[src/timer16_pkg.sv]
package timer16_pkg;

    // Byte addresses of the registers on the bus, one aligned word each.
    localparam logic [7:0] ADDR_CTRL_ONE = 8'h00;
    localparam logic [7:0] ADDR_CTRL_TWO = 8'h04;
    localparam logic [7:0] ADDR_STATUS = 8'h08;
    localparam logic [7:0] ADDR_CAP1_HI = 8'h0c;
    localparam logic [7:0] ADDR_CAP1_LO = 8'h10;
    localparam logic [7:0] ADDR_CMP1_HI = 8'h14;
    localparam logic [7:0] ADDR_CMP1_LO = 8'h18;
    localparam logic [7:0] ADDR_CMP2_HI = 8'h1c;
    localparam logic [7:0] ADDR_CMP2_LO = 8'h20;
    localparam logic [7:0] ADDR_CNT_HI = 8'h24;
    localparam logic [7:0] ADDR_CNT_LO = 8'h28;
    localparam logic [7:0] ADDR_ALT_HI = 8'h2c;
    localparam logic [7:0] ADDR_ALT_LO = 8'h30;
    localparam logic [7:0] ADDR_CAP2_HI = 8'h34;
    localparam logic [7:0] ADDR_CAP2_LO = 8'h38;

    // Reset and reload values.
    localparam logic [7:0] CTRL_RESET = 8'h00;
    localparam logic [15:0] COUNTER_RESET = 16'hfffc;
    localparam logic [15:0] COUNTER_TOP = 16'hffff;
    localparam logic [15:0] PULSE_CAPTURE = 16'hfffd;
    localparam logic [15:0] COMPARE_RESET = 16'h8000;
    localparam logic [15:0] CAPTURE_RESET = 16'h0000;

    // Clock source encodings and prescaler masks (divide minus one).
    localparam logic [1:0] CLK_DIV4 = 2'b00;
    localparam logic [1:0] CLK_DIV2 = 2'b01;
    localparam logic [1:0] CLK_DIV8 = 2'b10;
    localparam logic [1:0] CLK_EXT = 2'b11;
    localparam logic [2:0] MASK_DIV4 = 3'h3;
    localparam logic [2:0] MASK_DIV2 = 3'h1;
    localparam logic [2:0] MASK_DIV8 = 3'h7;

    // Control register one fields, bit 7 down to bit 0.
    typedef struct packed {
        logic capture_irq_enable;
        logic compare_irq_enable;
        logic overflow_irq_enable;
        logic force_level_two;
        logic force_level_one;
        logic level_bit_two;
        logic capture_edge_one;
        logic level_bit_one;
    } ctrl_one_t;

    // Control register two fields, bit 7 down to bit 0.
    typedef struct packed {
        logic compare_pin_one_en;
        logic compare_pin_two_en;
        logic single_pulse_sel;
        logic pwm_sel;
        logic [1:0] clock_source_sel;
        logic capture_edge_two;
        logic ext_count_edge;
    } ctrl_two_t;

    // Hardware flags, in their status bit order 7 down to 3.
    typedef struct packed {
        logic capture_flag_one;
        logic match_flag_one;
        logic wrap_flag;
        logic capture_flag_two;
        logic match_flag_two;
    } flags_t;

    // One compare output pin: level and enable.
    typedef struct packed {
        logic level;
        logic enable;
    } pin_t;

endpackage

[src/capture_compare_timer16_ctrl.sv]
// The address map and register access over Avalon-MM were chosen for this implementation.
`timescale 1ns/1ps
module capture_compare_timer16_ctrl
    import timer16_pkg::*;
#(
    parameter int ADDR_W = 8,
    parameter bit HAS_EXT_CLK = 1'b1
) (
    input wire logic CLK,
    input wire logic ARST_N,
    input wire logic [ADDR_W-1:0] AVS_ADDRESS,
    input wire logic AVS_READ,
    input wire logic AVS_WRITE,
    input wire logic [31:0] AVS_WRITEDATA,
    input wire logic [3:0] AVS_BYTEENABLE,
    output logic [31:0] AVS_READDATA,
    output logic AVS_WAITREQUEST,
    input wire logic HALT_MODE,
    input wire logic CPU_IRQ_MASK,
    input wire logic CAPTURE_IN_ONE,
    input wire logic CAPTURE_IN_TWO,
    input wire logic EXT_COUNT_PIN,
    output logic COMPARE_OUT_ONE,
    output logic COMPARE_OUT_ONE_EN,
    output logic COMPARE_OUT_TWO,
    output logic COMPARE_OUT_TWO_EN,
    output logic TIMER_IRQ
);

    // The decode compares eight address bits, so a narrower bus cannot work.
    if (ADDR_W < 8) begin : g_addr_check
        $error("ADDR_W must be at least 8");
    end

    // True when the bus address selects the given register, whether or not the access is taken.
    function automatic logic hits(input logic [ADDR_W-1:0] addr, input logic [7:0] target);
        hits = (addr == ADDR_W'(target));
    endfunction

    // True when the prescaler phase has reached the end of its divide.
    function automatic logic phase_done(input logic [2:0] phase, input logic [2:0] mask);
        phase_done = ((phase & mask) == mask);
    endfunction

    ctrl_one_t ctrl_one; // Interrupt enables, force, level and edge bits.
    ctrl_two_t ctrl_two; // Pin enables, modes, clock and edge select.
    flags_t flags; // Sticky hardware event flags.
    flags_t armed; // Flags seen set by a status read, awaiting step two.
    logic timer_freeze; // Software freeze of prescaler, counter and pins.
    logic [15:0] counter; // The free running counter.
    logic [2:0] prescale; // Prescaler phase.
    logic [15:0] cmp_one; // Compare value one.
    logic [15:0] cmp_two; // Compare value two.
    logic cmp_one_live; // Low after a high byte write, until low byte write.
    logic cmp_two_live; // Same inhibit for compare two.
    logic [15:0] cap_one; // Capture value one.
    logic [15:0] cap_two; // Capture value two.
    logic moved; // Counter stepped on the previous edge.
    logic in_one_q; // Previous sample of capture input one.
    logic in_two_q; // Previous sample of capture input two.
    logic ext_q; // Previous sample of the external count pin.
    logic halt_q; // Previous halt level, for the exit edge.
    logic halt_arm_one; // Capture one edge seen while halted.
    logic halt_arm_two; // Capture two edge seen while halted.
    pin_t pin_one; // Internal state of compare output one.
    pin_t pin_two; // Internal state of compare output two.
    logic wait_q; // Registered waitrequest.
    logic [7:0] next_readdata; // Read data chosen for the current address.

    // Bus handshake: a request is answered one cycle after it is seen.
    wire logic req = AVS_READ || AVS_WRITE;
    wire logic taken = req && !wait_q;
    wire logic rd = taken && AVS_READ;
    wire logic wr = taken && AVS_WRITE && AVS_BYTEENABLE[0];
    wire logic [7:0] wdata = AVS_WRITEDATA[7:0];
    wire logic acc = taken;

    // Mode decode; PWM takes precedence when both mode bits are set.
    wire logic pwm_on = ctrl_two.pwm_sel;
    wire logic pulse_on = ctrl_two.single_pulse_sel && !ctrl_two.pwm_sel;

    // Edge detection on the pins, each with its own polarity select.
    wire logic edge_one = ctrl_one.capture_edge_one ? (CAPTURE_IN_ONE && !in_one_q)
                                                    : (!CAPTURE_IN_ONE && in_one_q);
    wire logic edge_two = ctrl_two.capture_edge_two ? (CAPTURE_IN_TWO && !in_two_q)
                                                    : (!CAPTURE_IN_TWO && in_two_q);
    wire logic ext_edge = ctrl_two.ext_count_edge ? (EXT_COUNT_PIN && !ext_q)
                                                  : (!EXT_COUNT_PIN && ext_q);

    // Halt exit is the falling edge of the halt level; wake by reset is ARST_N.
    wire logic halt_exit = halt_q && !HALT_MODE;
    wire logic running = !HALT_MODE && !timer_freeze;

    // A counter write through either low byte restarts the count.
    wire logic cnt_restart = wr && (hits(AVS_ADDRESS, ADDR_CNT_LO) || hits(AVS_ADDRESS, ADDR_ALT_LO));

    // Counting tick from the prescaler or the external pin.
    logic tick;
    always_comb begin
        tick = 1'b0;
        case (ctrl_two.clock_source_sel)
            CLK_DIV4: tick = phase_done(prescale, MASK_DIV4);
            CLK_DIV2: tick = phase_done(prescale, MASK_DIV2);
            CLK_DIV8: tick = phase_done(prescale, MASK_DIV8);
            CLK_EXT: tick = HAS_EXT_CLK && ext_edge;
            default: tick = 1'b0;
        endcase
        tick = tick && running;
    end

    // Match events fire once, when the counter steps onto the compare value.
    wire logic match_one = moved && cmp_one_live && (counter == cmp_one);
    wire logic match_two = moved && cmp_two_live && (counter == cmp_two);

    // Single pulse trigger comes from capture one in pulse mode.
    wire logic pulse_trig = pulse_on && edge_one && running;
    wire logic pwm_reload = pwm_on && match_two;

    // Ordinary captures; capture one pin belongs to the modes when they are on.
    wire logic cap_one_now = edge_one && !pwm_on && !pulse_on && !HALT_MODE;
    wire logic cap_two_now = edge_two && !HALT_MODE;
    wire logic cap_one_wake = halt_exit && halt_arm_one;
    wire logic cap_two_wake = halt_exit && halt_arm_two;

    // Clear strobes: step two of the clear sequence on each flag's own low byte; ADDR_ALT_LO clears nothing.
    wire logic clr_cap_one = acc && armed.capture_flag_one && hits(AVS_ADDRESS, ADDR_CAP1_LO);
    wire logic clr_cap_two = acc && armed.capture_flag_two && hits(AVS_ADDRESS, ADDR_CAP2_LO);
    wire logic clr_match_one = acc && armed.match_flag_one && hits(AVS_ADDRESS, ADDR_CMP1_LO);
    wire logic clr_match_two = acc && armed.match_flag_two && hits(AVS_ADDRESS, ADDR_CMP2_LO);
    wire logic clr_wrap = acc && armed.wrap_flag && hits(AVS_ADDRESS, ADDR_CNT_LO);

    // Flag set terms.
    wire logic set_cap_one = cap_one_now || cap_one_wake || pwm_reload || pulse_trig;
    wire logic set_cap_two = cap_two_now || cap_two_wake;
    wire logic set_match_one = match_one && !pwm_on && !pulse_on;
    wire logic set_match_two = match_two && !pwm_on;
    wire logic set_wrap = tick && (counter == COUNTER_TOP);

    // Waitrequest idles high and drops for the one cycle in which a request is taken.
    always_ff @(posedge CLK or negedge ARST_N) begin
        if (!ARST_N) begin
            wait_q <= 1'b1;
        end else begin
            wait_q <= !(req && wait_q);
        end
    end
    assign AVS_WAITREQUEST = wait_q;

    // Read mux; unmapped addresses and reserved status bits read as zero.
    always_comb begin
        next_readdata = 8'h00;
        if (hits(AVS_ADDRESS, ADDR_CTRL_ONE)) begin
            next_readdata = ctrl_one;
        end else if (hits(AVS_ADDRESS, ADDR_CTRL_TWO)) begin
            next_readdata = ctrl_two;
        end else if (hits(AVS_ADDRESS, ADDR_STATUS)) begin
            next_readdata = {flags, timer_freeze, 2'b00};
        end else if (hits(AVS_ADDRESS, ADDR_CAP1_HI)) begin
            next_readdata = cap_one[15:8];
        end else if (hits(AVS_ADDRESS, ADDR_CAP1_LO)) begin
            next_readdata = cap_one[7:0];
        end else if (hits(AVS_ADDRESS, ADDR_CMP1_HI)) begin
            next_readdata = cmp_one[15:8];
        end else if (hits(AVS_ADDRESS, ADDR_CMP1_LO)) begin
            next_readdata = cmp_one[7:0];
        end else if (hits(AVS_ADDRESS, ADDR_CMP2_HI)) begin
            next_readdata = cmp_two[15:8];
        end else if (hits(AVS_ADDRESS, ADDR_CMP2_LO)) begin
            next_readdata = cmp_two[7:0];
        end else if (hits(AVS_ADDRESS, ADDR_CNT_HI) || hits(AVS_ADDRESS, ADDR_ALT_HI)) begin
            next_readdata = counter[15:8];
        end else if (hits(AVS_ADDRESS, ADDR_CNT_LO) || hits(AVS_ADDRESS, ADDR_ALT_LO)) begin
            next_readdata = counter[7:0];
        end else if (hits(AVS_ADDRESS, ADDR_CAP2_HI)) begin
            next_readdata = cap_two[15:8];
        end else if (hits(AVS_ADDRESS, ADDR_CAP2_LO)) begin
            next_readdata = cap_two[7:0];
        end
    end

    // Read data is loaded as the request is first seen, so it stands when waitrequest drops.
    always_ff @(posedge CLK or negedge ARST_N) begin
        if (!ARST_N) begin
            AVS_READDATA <= 32'h0000_0000;
        end else if (req && wait_q) begin
            AVS_READDATA <= {24'h00_0000, next_readdata};
        end
    end

    // Control registers and the software freeze bit.
    always_ff @(posedge CLK or negedge ARST_N) begin
        if (!ARST_N) begin
            ctrl_one <= CTRL_RESET;
            ctrl_two <= CTRL_RESET;
            timer_freeze <= 1'b0;
        end else if (wr) begin
            if (hits(AVS_ADDRESS, ADDR_CTRL_ONE)) begin
                ctrl_one <= wdata;
            end
            if (hits(AVS_ADDRESS, ADDR_CTRL_TWO)) begin
                ctrl_two <= wdata;
            end
            if (hits(AVS_ADDRESS, ADDR_STATUS)) begin
                timer_freeze <= wdata[2];
            end
        end
    end

    // Compare values; a high byte write holds matching off until the low byte follows.
    always_ff @(posedge CLK or negedge ARST_N) begin
        if (!ARST_N) begin
            cmp_one <= COMPARE_RESET;
            cmp_two <= COMPARE_RESET;
            cmp_one_live <= 1'b1;
            cmp_two_live <= 1'b1;
        end else if (wr) begin
            if (hits(AVS_ADDRESS, ADDR_CMP1_HI)) begin
                cmp_one[15:8] <= wdata;
                cmp_one_live <= 1'b0;
            end
            if (hits(AVS_ADDRESS, ADDR_CMP1_LO)) begin
                cmp_one[7:0] <= wdata;
                cmp_one_live <= 1'b1;
            end
            if (hits(AVS_ADDRESS, ADDR_CMP2_HI)) begin
                cmp_two[15:8] <= wdata;
                cmp_two_live <= 1'b0;
            end
            if (hits(AVS_ADDRESS, ADDR_CMP2_LO)) begin
                cmp_two[7:0] <= wdata;
                cmp_two_live <= 1'b1;
            end
        end
    end

    // Pin samples and the halt level, kept for edge detection.
    always_ff @(posedge CLK or negedge ARST_N) begin
        if (!ARST_N) begin
            in_one_q <= 1'b0;
            in_two_q <= 1'b0;
            ext_q <= 1'b0;
            halt_q <= 1'b0;
        end else begin
            in_one_q <= CAPTURE_IN_ONE;
            in_two_q <= CAPTURE_IN_TWO;
            ext_q <= EXT_COUNT_PIN;
            halt_q <= HALT_MODE;
        end
    end

    // Prescaler; it stops with the counter so the phase survives halt and freeze.
    always_ff @(posedge CLK or negedge ARST_N) begin
        if (!ARST_N) begin
            prescale <= 3'h0;
        end else if (cnt_restart) begin
            prescale <= 3'h0;
        end else if (running) begin
            prescale <= prescale + 3'h1;
        end
    end

    // Counter: software restart, then mode reloads, then the counting tick.
    always_ff @(posedge CLK or negedge ARST_N) begin
        if (!ARST_N) begin
            counter <= COUNTER_RESET;
            moved <= 1'b0;
        end else begin
            moved <= 1'b0;
            if (cnt_restart) begin
                counter <= COUNTER_RESET;
            end else if (running && (pwm_reload || pulse_trig)) begin
                counter <= COUNTER_RESET;
            end else if (tick) begin
                counter <= counter + 16'h0001;
                moved <= 1'b1;
            end
        end
    end

    // Halt capture arming; edges during halt are held until the wake.
    always_ff @(posedge CLK or negedge ARST_N) begin
        if (!ARST_N) begin
            halt_arm_one <= 1'b0;
            halt_arm_two <= 1'b0;
        end else if (halt_exit) begin
            halt_arm_one <= 1'b0;
            halt_arm_two <= 1'b0;
        end else if (HALT_MODE) begin
            if (edge_one && !pwm_on && !pulse_on) begin
                halt_arm_one <= 1'b1;
            end
            if (edge_two) begin
                halt_arm_two <= 1'b1;
            end
        end
    end

    // Capture registers; the wake capture takes the count present at halt exit.
    always_ff @(posedge CLK or negedge ARST_N) begin
        if (!ARST_N) begin
            cap_one <= CAPTURE_RESET;
            cap_two <= CAPTURE_RESET;
        end else begin
            if (pulse_trig) begin
                cap_one <= PULSE_CAPTURE;
            end else if (cap_one_now || cap_one_wake) begin
                cap_one <= counter;
            end
            if (cap_two_now || cap_two_wake) begin
                cap_two <= counter;
            end
        end
    end

    // Status read arms each flag it returned set, so an unseen later event is never cleared.
    always_ff @(posedge CLK or negedge ARST_N) begin
        if (!ARST_N) begin
            armed <= '0;
        end else if (rd && hits(AVS_ADDRESS, ADDR_STATUS)) begin
            armed <= flags & AVS_READDATA[7:3];
        end else begin
            if (clr_cap_one) armed.capture_flag_one <= 1'b0;
            if (clr_cap_two) armed.capture_flag_two <= 1'b0;
            if (clr_match_one) armed.match_flag_one <= 1'b0;
            if (clr_match_two) armed.match_flag_two <= 1'b0;
            if (clr_wrap) armed.wrap_flag <= 1'b0;
        end
    end

    // Sticky flags; a set in the clearing cycle wins so no event is lost.
    always_ff @(posedge CLK or negedge ARST_N) begin
        if (!ARST_N) begin
            flags <= '0;
        end else begin
            if (set_cap_one) flags.capture_flag_one <= 1'b1;
            else if (clr_cap_one) flags.capture_flag_one <= 1'b0;
            if (set_cap_two) flags.capture_flag_two <= 1'b1;
            else if (clr_cap_two) flags.capture_flag_two <= 1'b0;
            if (set_match_one) flags.match_flag_one <= 1'b1;
            else if (clr_match_one) flags.match_flag_one <= 1'b0;
            if (set_match_two) flags.match_flag_two <= 1'b1;
            else if (clr_match_two) flags.match_flag_two <= 1'b0;
            if (set_wrap) flags.wrap_flag <= 1'b1;
            else if (clr_wrap) flags.wrap_flag <= 1'b0;
        end
    end

    // Compare output one level; updated only while its pin is connected and not frozen.
    always_ff @(posedge CLK or negedge ARST_N) begin
        if (!ARST_N) begin
            pin_one.level <= 1'b0;
        end else if (ctrl_two.compare_pin_one_en && !timer_freeze) begin
            if (pwm_on) begin
                if (match_two) begin
                    pin_one.level <= ctrl_one.level_bit_two;
                end else if (match_one) begin
                    pin_one.level <= ctrl_one.level_bit_one;
                end
            end else if (pulse_on) begin
                if (pulse_trig) begin
                    pin_one.level <= ctrl_one.level_bit_two;
                end else if (match_one) begin
                    pin_one.level <= ctrl_one.level_bit_one;
                end
            end else if (wr && hits(AVS_ADDRESS, ADDR_CTRL_ONE) && wdata[3]) begin
                pin_one.level <= wdata[0];
            end else if (match_one) begin
                pin_one.level <= ctrl_one.level_bit_one;
            end
        end
    end

    // Compare output two level; level two belongs to pin one in the two modes.
    always_ff @(posedge CLK or negedge ARST_N) begin
        if (!ARST_N) begin
            pin_two.level <= 1'b0;
        end else if (ctrl_two.compare_pin_two_en && !timer_freeze && !pwm_on && !pulse_on) begin
            if (wr && hits(AVS_ADDRESS, ADDR_CTRL_ONE) && wdata[4]) begin
                pin_two.level <= wdata[2];
            end else if (match_two) begin
                pin_two.level <= ctrl_one.level_bit_two;
            end
        end
    end

    // Pin connection; a released pin goes back to general I/O, matching carries on.
    always_ff @(posedge CLK or negedge ARST_N) begin
        if (!ARST_N) begin
            pin_one.enable <= 1'b0;
            pin_two.enable <= 1'b0;
        end else begin
            pin_one.enable <= ctrl_two.compare_pin_one_en && !timer_freeze;
            pin_two.enable <= ctrl_two.compare_pin_two_en && !timer_freeze;
        end
    end
    assign COMPARE_OUT_ONE = pin_one.level;
    assign COMPARE_OUT_ONE_EN = pin_one.enable;
    assign COMPARE_OUT_TWO = pin_two.level;
    assign COMPARE_OUT_TWO_EN = pin_two.enable;

    // One shared request; it stays live in wait mode so it can wake the core.
    always_ff @(posedge CLK or negedge ARST_N) begin
        if (!ARST_N) begin
            TIMER_IRQ <= 1'b0;
        end else begin
            TIMER_IRQ <= !CPU_IRQ_MASK &&
                ((ctrl_one.capture_irq_enable &&
                  (flags.capture_flag_one || flags.capture_flag_two)) ||
                 (ctrl_one.compare_irq_enable &&
                  (flags.match_flag_one || flags.match_flag_two)) ||
                 (ctrl_one.overflow_irq_enable && flags.wrap_flag));
        end
    end

endmodule

[config.mk]
export PLATFORM = sky130hd
export DESIGN_NAME = capture_compare_timer16_ctrl
export DESIGN_NICKNAME = d
export VERILOG_FILES = /design/src/timer16_pkg.sv /design/src/capture_compare_timer16_ctrl.sv
export SDC_FILE = /design/constraint.sdc
export NUM_CORES = 1
export LEC_CHECK = 0
export ABC_CLOCK_PERIOD_IN_PS = 2400
export BUFFER_PORTS_ARGS = -buffer_cell sky130_fd_sc_hd__buf_2
export CORE_ASPECT_RATIO = 1.4
export CORE_MARGIN = 1.5
export CORE_UTILIZATION = 50
export DETAILED_ROUTE_END_ITERATION = 6
export GPL_TIMING_DRIVEN = 1
export MAX_ROUTING_LAYER = met4
export PLACE_DENSITY = 0.7
export SLEW_MARGIN = 20
export SYNTH_ARGS = -nofsm -noshare
export SYNTH_HDL_FRONTEND = slang
export SYNTH_SLANG_ARGS = --single-unit
[constraint.sdc]
create_clock -name CLK -period 2.4 [get_ports CLK]
set_input_delay 0 -clock CLK [delete_from_list [all_inputs] [get_ports CLK]]
set_output_delay 0 -clock CLK [all_outputs]
set_load 0.05 [all_outputs]
==> results of run 1 <==
synth_stat cells, drive strengths merged (6+ instances only):
master | n | share of area
nor2b | 10 | 0.0086
and2 | 6 | 0.0052
nor2 | 47 | 0.025
xnor2 | 37 | 0.045
dfrtp | 114 | 0.39
nand3 | 33 | 0.023
nor3 | 6 | 0.0041
nand2b | 9 | 0.0078
o211ai | 8 | 0.0083
nand4 | 15 | 0.013
o21ai | 29 | 0.020
and3 | 6 | 0.0054
a31oi | 6 | 0.0052
xor2 | 9 | 0.011
o22ai | 10 | 0.0086
dfstp | 19 | 0.069
clkbuf | 33 | 0.017
a22oi | 10 | 0.010
buf | 35 | 0.036
mux2 | 60 | 0.093
a21oi | 38 | 0.027
inv | 13 | 0.0067
nand2 | 131 | 0.068
worst max-delay path, delay by kind of cell (launching register included):
family | cells | cell delay [ps]
and+or+nand+nor | 4 | 920
AOI/OAI and AO/OA | 2 | 610
DFF | 1 | 370
buffers and inverters | 1 | 190
xor gates and xnor gates | 1 | 140
metrics by stage:
step	TNS, ps	power [W]
floorplan	0	0.00345
global placement	0	0.00385
detailed placement	0	0.00389
CTS	0	0.00636
global route	-11.3	0.00663
finish	0	0.00638
cells by family (layout without fill, tap and decap cells):
kind of cell    after synthesis  after routing
compound gates              148            148
xor+xnor                     46             46
fa+ha+maj                     3              3
buf+inv                      83            164
flops                       133            133
mux                          65             65
other cells                   1             24
simple gates                281            281
power groups by stage:
stage,Sequential (W),Clock [W],Combinational (W)
2_1_floorplan,0.00265,0,0.000801
3_3_place_gp,0.00273,0,0.00111
3_5_place_dp,0.00274,0,0.00114
4_1_cts,0.00271,0.00248,0.00117
5_1_grt,0.00273,0.00259,0.00130
6_report,0.00271,0.00246,0.00121
repair_timing:
action                     CTS  global route
hold buffers                16             0
hold endpoints to repair   127             0
pin swaps                    2             2
gates resized for setup      0             2
setup endpoints to repair    1            16
state kept, by name (all words and copies together) (netlist names), 3 cells and up:
signal,flops
armed,5
cap_one,16
prescale,3
AVS_READDATA,8
counter,16
cmp_two,16
ctrl_one,8
ctrl_two,7
cap_two,16
cmp_one,16
flags,5
layout make-up:
| class | count | area, um^2 | area share |
|---|---|---|---|
| Clock buffer | 20 | 457 | 0.0531 |
| Clock inverter | 12 | 104 | 0.0121 |
| Inverter | 15 | 56.3 | 0.00655 |
| Multi-Input combinational cell | 567 | 3550 | 0.414 |
| Sequential cell | 133 | 3350 | 0.390 |
| Tap cell | 185 | 231 | 0.0269 |
| Timing Repair Buffer | 117 | 840 | 0.0977 |
worst paths after layout:
kind / start / end / slack (ps) / cells past startpoint
setup / recovery: ctrl_two[0] / counter[15] / 80 / 8
hold / removal: AVS_ADDRESS[5] / armed[1] / 80 / 4
setup reg to reg: ctrl_two[0] / counter[15] / 80 / 8
hold reg to reg: cmp_one_live / cmp_one_live / 480 / 2
max in group asynchronous: ARST_N / counter[10] / 1570 / 3
min in group asynchronous: ARST_N / cmp_two[4] / 90 / 2
layer usage:
metal  vias up  global-route usage  wire [um]
met1      3091               0.381       9220
met2       293               0.556      12100
met5         -                   -          0
met3       100              0.0596       1370
met4         0               0.231       1740
li1       2807                   -          -
==> results.md, run 1 <==
Placed design:
- The cell count after placement is approximately 1000.
- The number of buffers inserted by port buffering is 39.
- Once detailed placement completed, the half-perimeter wirelength came to about 18000 um.
- The area after detailed placement is a little under 8000 um^2.
- The congestion estimate from routability-driven global placement came to between 0.9 and 1.
- Before CTS, the worst setup slack after placement is roughly 5.9 ps.

Synth:
- Of the total synthesized cell area, the portion taken by AND, OR, NAND and NOR gates is 0.181.
- The synthesized area per cell is approximately 9.5 um^2.
- For this run, the number of Yosys warnings is 0.
- The netlist area before placement is roughly 7200 um^2.
- Yosys mapped the design onto between 60 and 70 distinct sky130hd cell types.
- The synthesized-area fraction occupied by ao, oa, aoi and oai cells is 0.135.
- The number of flip-flops and latches in the synthesized netlist is roughly 130.
- Synthesis handed over a netlist of 760 instances.
- The mux share of post-synthesis cell area is 0.100.
- After synthesis, the largest family of logic cells by area is simple AND/OR/NAND/NOR gates.
- The share of synthesized cell area in full adder, half adder and majority cells is 0.00518.
- Of all flip-flops after synthesis, the portion carrying an async set or reset was 1.00.
- The most used flip-flop cell after synthesis is dfrtp_1.
- Of the total synthesized cell area, the portion taken by XOR and XNOR cells is 0.0556.
- Counting flops with a built-in enable in the synthesized netlist gives 0.
- The proportion of synthesized chip area in sequential cells is 0.463.

Layout:
- The post-synthesis to final-layout area growth is 18.6%.
- Of the cells placed in the final design, the portion with a size suffix greater than 1 is 0.262.
- The end-of-flow core utilization is 0.612.
- The final cell area excluding filler cells is around 8600 um^2.
- The number of non-filler instances in the completed layout is roughly 1000.
- The filler cells instantiated in the layout total between 1000 and 1500.
- The top cell types in the final layout, fill and taps aside, are 131 x nand2_1, 114 x dfrtp_1, 61 x buf_4.
- The net count of the finished layout is just over 900.
- The antenna diode count is 0.
- The most frequent standard cell in the layout excluding fill and tap cells is nand2_1.

Timing:
- After layout, the worst setup slack is 79.1 ps.
- The relative slew slack is 0.471.
- The maximum clock rate is roughly 0.43 GHz.
- The final number of hold-violating endpoints is 0.
- Final hold analysis gives a worst-case slack of 79.6 ps.
- Setup repair after global routing could not meet its margin everywhere.
- For the pin with the worst max-slew slack, the measured transition is between 700 and 800 ps.
- Counting I/O delays and the setup requirement, the final critical path takes approximately 2300 ps.
- The setup clock skew after layout is between 9 and 10 ps.
- The final worst-path cycle share is 0.967.
- Setup violations remaining at the end of the flow were counted as 0.
- The count of pins over their slew limit is 0.

Setup path:
- The highest-delay cell along the critical path is or3b_2.
- The startpoint kind of the worst setup timing path is a flop.
- The kind of critical path is reg2reg.
- In this design, the stage delay of the slowest critical-path cell is between 400 and 500 ps.
- The maximum fanout count along the critical path is 7.
- STA classifies the critical path endpoint as a flop.
- STA puts the critical path data arrival time at ~2700 ps.
- The data required time of the critical path is between 2000 and 3000 ps.
- The signal on the critical path passes through or3b_2, a31o_2, a21oi_2, nand4_1, buf_4, nor3_1, xnor2_1, nand2_1.

Power and ir drop:
- Of the total power, the clock network draws 0.386.
- VDD sags by at most 0.474 mV.
- The analysis attributes to net switching a power of 0.00193 W.
- The switching part of the total power is 0.303.
- The logic gate share of total power is 0.189.
- For this design the static power due to leakage is around 3.9 nW.
- The power per cell area is around 740 nW/um^2.
- The total internal power is around 0.0044 W.
- The share of total power in sequential cells is 0.425.

CTS:
- Once the clock tree was built, the setup fixing pass inserted 0 buffers.
- Counting the buffers created by CTS gives 17.
- The number of clock sinks seen by CTS is 133.
- The source-to-sink clock delay at the later pin of the worst-skew pair is between 400 and 500 ps.
- Clock tree synthesis selected as its root buffer the cell clkbuf_16.
- In this run the number of H-tree levels came out at 4.
- The number of buffers on the longest clock path is 2.
- The TritonCTS clock tree is done.
- The clock-pin slew reported for the worst setup and hold paths after clock tree synthesis is 60 ps.

Global route:
- The wire length of the first global-routing pass is 37600 um.
- The via count of the first global-routing pass is 6494.
- Across every metal layer, demand over resource in global routing totals 0.342.
- The number of antenna violations at the first check in global routing was 0.
- The leftover overflow at the end of global routing is 0.
- The largest net degree at the start of global routing is 53.

Die:
- During I/O placement, the number of pins put on the boundary was ~90.
- The die covers 15200 um^2.
- The horizontal die dimension is approximately 100 um.
- In this run the vertical extent of the chip is between 100 and 150 um.
- The number of placement rows is a little over 50.
- The starting density of the core is 0.516.
- In this run the standard cell core region covers about 14000 um^2.

Drt:
- The pre-antenna-repair detailed-routing pass consisted of 5 iterations.
- Once detail routing completed, the nets flagged for antenna violations numbered 0.
- For this block, the initial DRC count from the detailed router was 455.
- The via count of the routed design is about 6300.
- The average wire per standard cell is 23.3 um.
- After detailed routing, the number of remaining DRC violations is 0.
- Dividing the detail-routed via count by the number of cells gives between 5 and 6.
- The final routed wirelength across all metal layers is roughly 24000 um.

Flow run:
- Max-cap violations in this run came to 0.

Hold path:
- The class of the worst hold path is in2reg.

Run status:
- The run finished with clean final reports.
(Power assumes the default switching activity.)
==> inputs of run 2 (changes only) <==
Settings changed: GPL_ROUTABILITY_DRIVEN set to 0, RECOVER_POWER set to 50.
==> results.md, run 2 (synthesis results as in run 1) <==
Run status:
- The run finished, with violations left.
- The checks that failed: max-capacitance violations, max-slew violations, negative setup slack.

Power and ir drop:
- In this run the static leakage power is 3.93 nW.
- The power per cell area is 792 nW/um^2.
- IR analysis of the VDD net gives a maximum drop of between 0.3 and 0.4 mV.

Timing:
- Summed over all failing endpoints, the final setup total negative slack is -27.5 ps.
- Headroom to the max-slew limit came out at -0.0999.
- The smallest clock period supported by the final layout is computed as between 2000 and 2500 ps.
- Setup repair after global routing could not meet its margin everywhere.
- The final worst-path cycle share is 1.01.
- The pin slew with the least headroom to its limit is about 1600 ps.
- The final number of hold-violating endpoints is 0.
- The maximum clock rate is ~0.4 GHz.
- After layout, the worst setup slack is -27.5 ps.
- The setup clock skew after layout is around 7 ps.
- The count of final setup violators is 1.
- The count of pins over their slew limit is between 60 and 70.

Drt:
- Dividing the detail-routed via count by the number of cells gives 6.31.
- The final routed wirelength across all metal layers is roughly 24000 um.
- The first detailed-routing pass took 5 iterations.
- The detailed router's first-iteration violation count is about 680.
- The remaining design rule violation count is 0.
- The via count of the routed design is ~6600.
- In the final routed layout, each cell accounts on average for ~23 um.
- In this run the remaining antenna-violating nets after routing total 0.

Setup path:
- The critical path is of the reg2reg type.
- The cell family with the largest share of critical-path delay is simple AND/OR/NAND/NOR gates.
- The signal on the critical path passes through xor2_1, nor4_2, nand4_1, or4_4, nor3b_1, or3_1, a41oi_2.
- The worst setup path is captured at a flop.
- The data required time of the critical path is around 2700 ps.
- The worst setup path is launched from a flop.
- In this design, the stage delay of the slowest critical-path cell is between 500 and 600 ps.
- Data arrives at the worst endpoint at around 2800 ps.
- In this run the worst path has a maximum fanout of 3.
- The critical path buffer and inverter count is 0.
- The highest-delay cell along the critical path is dfstp_2.

Global route:
- Across every metal layer, demand over resource in global routing totals 0.331.
- The largest net degree at the start of global routing is 67.
- The number of antenna violations at the first check in global routing came to 0.
- The first global-routing pass estimated between 30000 and 40000 um of wire.
- The via count of the first global-routing pass is 6506.
- After global routing the overflow that remains totals 0.

Die:
- The top-level port count is between 90 and 100.
- The horizontal die dimension is roughly 100 um.
- The area of the core is between 10000 and 15000 um^2.
- The floorplan step set the die height to 145 um.
- The die covers 15200 um^2.
- The number of placement rows is 51.
- The starting density of the core is 0.516.

Layout:
- The most frequent standard cell in the layout excluding fill and tap cells is nand2_1.
- The finished cells cover ~8600 um^2.
- Leaving out fill and tap cells, the most frequent cells in the layout are 131 x nand2_1, 114 x dfrtp_1, 60 x mux2_2.
- The fraction of layout instances using a drive strength above 1 is 0.252.
- The post-synthesis to final-layout area growth is 19.0%.
- The number of antenna diodes in the final layout is 0.
- For this run, the post-layout net count is 899.
- The end-of-flow core utilization is 0.614.

CTS:
- For the worst-skew pair, the clock arrives at the later sink with an insertion delay of 420 ps.
- The number of buffers on the longest clock path is 2.
- TritonCTS created 17 clock buffers.
- The number of clock sinks seen by CTS is around 130.
- The total number of H-tree levels is 4.
- In this run the clock root is driven by a clkbuf_16.
- TritonCTS built the clock tree.
- After clock tree synthesis, the clock-pin slew on the worst setup and hold paths is 60 ps.
- The number of setup buffers added after CTS is 0.

Flow run:
- Across the run, the number of max-cap violations was 1.

Placed design:
- Summed over all nets, the half-perimeter wirelength after detailed placement is 16900 um.
- The area after detailed placement is ~7800 um^2.
- The number of buffers inserted by port buffering is 39.

Hold path:
- The worst hold path belongs to the class in2reg.
-- run 2: cell count changes in the layout (fill, tap and decap cells not counted), sizes merged --
| cell | delta |
|---|---|
| inv | +3 |
| clkbuf | +6 |
| bufinv | +4 |
| clkinvlp | -2 |
| buf | -16 |
| clkinv | -3 |
-- run 2: area by class of cell --
class | count | area (um^2)
clock buffers | 18 | 429
clock inverters | 14 | 224
fillers | 1151 | 5420
inverters | 15 | 56.3
multi-input cells | 567 | 3580
flip-flops and latches | 133 | 3350
well taps | 185 | 231
repair buffers | 109 | 751
-- run 2: repair_timing --
item	in CTS	in global routing
gates cloned	0	0
setup endpoints to repair	1	5
pin swaps	2	5
endpoints found under the hold margin	111	0
gates resized for setup	2	3
hold buffers	16	0
-- run 2: metal layers --
layer  vias up  wire length (um)  GRT usage
met3       161              2150     0.0717
met5         -                 0          -
met4         0              2200      0.243
met2       492             11500      0.530
li1       2787                 -          -
met1      3129              8090      0.359
-- run 2: final timing paths --
kind	start	end	slack (ps)	depth (start not counted)
max in group asynchronous	ARST_N	AVS_WAITREQUEST	410	3
max reg2reg	cmp_one[15]	COMPARE_OUT_ONE	-30	7
max	cmp_one[15]	COMPARE_OUT_ONE	-30	7
min	AVS_ADDRESS[5]	armed[1]	140	4
min reg2reg	cmp_one_live	cmp_one_live	480	2
min in group asynchronous	ARST_N	cmp_two[12]	550	2
-- run 2: worst reg2reg max path, cell delays in order (launching register included) --
cell	delay, ps
dfstp_2	560
xor2_1	100
nor4_2	300
nand4_1	120
or4_4	530
nor3b_1	160
or3_1	410
a41oi_2	180
-- run 2: where the power goes --
| group | switching, W | total (W) | internal, W |
|---|---|---|---|
| clock | 0.00105 | 0.00291 | 0.00186 |
| combinational | 0.000729 | 0.00119 | 0.000462 |
| sequential | 0.000226 | 0.00272 | 0.00249 |
| total | 0.00201 | 0.00682 | 0.00482 |
-- run 2: through the flow --
stage / hold slack [ps] / instances / total power, W / worst slack (ps)
finish: 144 / 1041 / 0.00682 / -27.5
global route: 197 / 1041 / 0.00705 / -43.0
CTS: 108 / 1041 / 0.00679 / 25.1
detailed placement: 41.5 / 993 / 0.00386 / -53.9
global placement: 37.9 / 993 / 0.00381 / -15.0
floorplan: -296 / 783 / 0.00345 / 57.0
==> inputs of run 3 (changes only) <==
Settings changed: ABC_AREA set to 1.
==> results.md, run 3 <==
Die:
- The number of placement rows is just over 50.
- The starting density of the core is 0.514.
- In this run the count of I/O pins placed on the die edge is 91.
- From bottom edge to top edge, the die measures approximately 150 um.
- The area of the core is roughly 14000 um^2.
- The die covers approximately 15000 um^2.
- The horizontal die dimension is between 100 and 150 um.

Layout:
- The library cell used most frequently in the layout, excluding fill and tap cells, is nand2_1.
- After filler insertion, the fill cell instance count of the layout stands at between 1000 and 1500.
- In the layout the commonest cells are 259 x nand2_1, 114 x dfrtp_1, 103 x o21ai_0.
- The post-synthesis to final-layout area growth is 14.8%.
- The fraction of layout instances using a drive strength above 1 is 0.148.
- The end-of-flow core utilization is 0.590.
- The net count of the finished layout is around 1000.
- The number of non-filler instances in the completed layout is between 1000 and 1500.

Timing:
- At the pin with the least slew margin, the transition time is about 1400 ps.
- The total negative slack is 0 ps.
- Between clock sinks in the finished design, the worst skew comes to 4.33 ps.
- The worst pin sits at a relative slew slack of 0.0362.
- The worst path needs approximately 2100 ps of the cycle, external delays included.
- The maximum clock rate is approximately 0.47 GHz.
- The count of pins over their slew limit is 0.
- The final number of hold-violating endpoints is 0.
- Setup repair after global routing left no endpoint under its margin.
- The worst path meets setup with ~280 ps of slack.
- The count of final setup violators is 0.
- Dividing the final minimum period by the clock period gives 0.883.

Global route:
- The number of antenna violations at the first check in global routing is 1.
- Entering global routing, the biggest net connects 57 pins.
- The via count of the first global-routing pass is between 6000 and 7000.
- The total routing usage reported by global routing is 0.306.
- The leftover overflow at the end of global routing is 0.
- The first global-routing pass estimated ~34000 um of wire.

Setup path:
- The endpoint kind of the worst setup timing path is a flop.
- STA classifies the critical path startpoint as a flop.
- The kind of critical path is reg2reg.
- The arrival time reported for the critical path endpoint is approximately 2400 ps.
- Along the worst path, the maximum fanout reaches 17.
- At the worst endpoint, the required time is around 2700 ps.

Synth:
- Sorting the synthesized cells by area gives the leading types as dfrtp_1 40%, nand2_1 13%, o21ai_0 7.1%, dfstp_2 6.9%, inv_1 4.3%.
- Synthesis handed over a netlist of between 900 and 1000 instances.
- The number of flip-flops and latches in the synthesized netlist is 133.
- The mapped netlist covers just over 7000 um^2.
- Counting flops with a built-in enable in the synthesized netlist gives 0.
- Counting distinct cell types in the post-synthesis netlist gives 47.
- The synthesized area per cell is around 8 um^2.
- The async set-or-reset flop fraction in the synthesized netlist is 1.00.
- The main flop type after synthesis is dfrtp_1.
- dfrtp_1 takes more of the synthesized area than any other cell.
- Yosys instantiated no cell more often than nand2_1.
- The share of synthesized area in the top cell type comes to 0.395.
- The commonest cells after synthesis are 259 x nand2_1, 114 x dfrtp_1, 103 x o21ai_0, 83 x inv_1, 66 x nor2_1.
- The proportion of synthesized chip area in sequential cells is 0.464.
- The number of warnings reported in the yosys synthesis log is 0.

CTS:
- For this design, the sink count on the clock tree is around 130.
- No sink is reached through more buffers than the 2 on the longest clock path.
- The clock reaches the later pin of the worst-skew pair after approximately 420 ps.
- The clock tree root driver cell is clkbuf_16.
- The total number of H-tree levels is 4.
- TritonCTS built the clock tree.
- The number of buffers inserted during clock tree synthesis is 17.
- The buffers inserted during post-CTS setup optimization is 0.
- Clock-pin slew was measured on the worst setup and hold paths at approximately 50 ps.
- The hold buffer count at cts is 15.
- The number of instances resized during post-cts repair is 0.

Drt:
- The remaining design rule violation count is 0.
- The average wire per standard cell is around 18 um.
- In this run, the number of DRC markers left after iteration 0 of detailed routing was 767.
- Across all layers, the routed design uses roughly 6600 vias.
- The number of nets with antenna violations after detailed routing is 0.
- After detailed routing, the number of vias per cell comes to 5.58.
- The final routed wirelength across all metal layers is ~22000 um.
- Before antenna repair, the detailed router went through 6 iterations.

Power and ir drop:
- For this design the ratio of total power to cell area is around 750 nW/um^2.
- In this run the static leakage power is a little under 4 nW.
- The worst-case IR drop observed on VDD is 0.508 mV.

Placed design:
- The cell count after placement is approximately 1100.
- OpenSTA, run right after detailed placement, puts the worst setup slack at around 310 ps.
- The number of buffers inserted by port buffering is 39.
- The post-DP HPWL is approximately 16000 um.

Flow run:
- The number of max-capacitance violations reported is 0.

Run status:
- The flow ran to the end, and the final reports show no timing, DRC or antenna violations.

Hold path:
- The tightest min-delay check is of the in2reg type.
## run 3: cell types whose count changed after synthesis, moves of 10 or more
cell and delta:
clkbuf_1 -25, inv_1 +70, inv_2 +15, mux2_2 -60, nand2_1 +128, nand3_1 +11, nand4_1 +21, nor2_1 +20
nor2_2 +10, nor2b_1 -10, o21ai_0 +75, xnor2_1 -33
## run 3: cells by family (layout without fill, tap and decap cells)
group | Yosys count | in the layout | synth area share
other | 1 | 25 | 0.000519
adder cells (fa/ha/maj) | 3 | 3 | 0.00520
AO/OA/AOI/OAI | 176 | 176 | 0.131
AND/OR/NAND/NOR | 454 | 454 | 0.290
XOR/XNOR | 12 | 12 | 0.0146
flip-flops | 133 | 133 | 0.464
buffers and inverters | 147 | 201 | 0.0937
## run 3: final timing paths
kind	from	end	slack [ps]	cells after the start
worst min-delay path	AVS_WRITEDATA[6]	cmp_one[6]	60	3
worst max-delay path	prescale[0]	counter[4]	280	10
min in group asynchronous	ARST_N	cmp_two[1]	440	2
worst min register to register	AVS_READDATA[0]	AVS_READDATA[0]	470	2
worst max register to register	prescale[0]	counter[4]	280	10
max in group asynchronous	ARST_N	flags[1]	640	3
## run 3: power breakdown
| group | switching (W) | internal, W | total (W) |
|---|---|---|---|
| registers | 0.000190 | 0.00249 | 0.00268 |
| clock network | 0.000912 | 0.00162 | 0.00253 |
| logic | 0.000709 | 0.000301 | 0.00101 |
## run 3: metal layers
metal	track usage	part of all wire	vias to the layer above
li1	-	-	3141
met1	0.357	0.39	3094
met2	0.474	0.48	309
met3	0.0638	0.061	94
met4	0.206	0.071	0
met5	-	0	-
## run 3: metrics by stage
stage / total power (W) / hold WS (ps) / cell area [um^2]
detailed placement: 0.00368 / -2.82 / 7570
floorplan: 0.00334 / -296 / 7310
global route: 0.00648 / 51.3 / 8290
CTS: 0.00623 / 34.1 / 8300
finish: 0.00622 / 64.8 / 8290
global placement: 0.00365 / 0.774 / 7570
## run 3: cell type report
type	instances	area (um^2)	area share
flip-flops and latches	133	3350	0.404
multi-input cells	669	3280	0.396
clock buffers	30	544	0.0657
repair buffers	70	468	0.0565
inverters	99	372	0.0448
well taps	185	231	0.0279
clock inverters	2	35.0	0.00423
diodes	1	2.50	0.000302
## run 3: worst max-delay path, cell delays in order (launching register included)
cell      delay, ps
dfrtp_1         410
ha_1            240
ha_1            180
inv_1            50
o211ai_1         70
nand2_1         140
clkinv_1        450
nand2_1         230
nor2_1           70
nand3_1          80
nand4_1          90
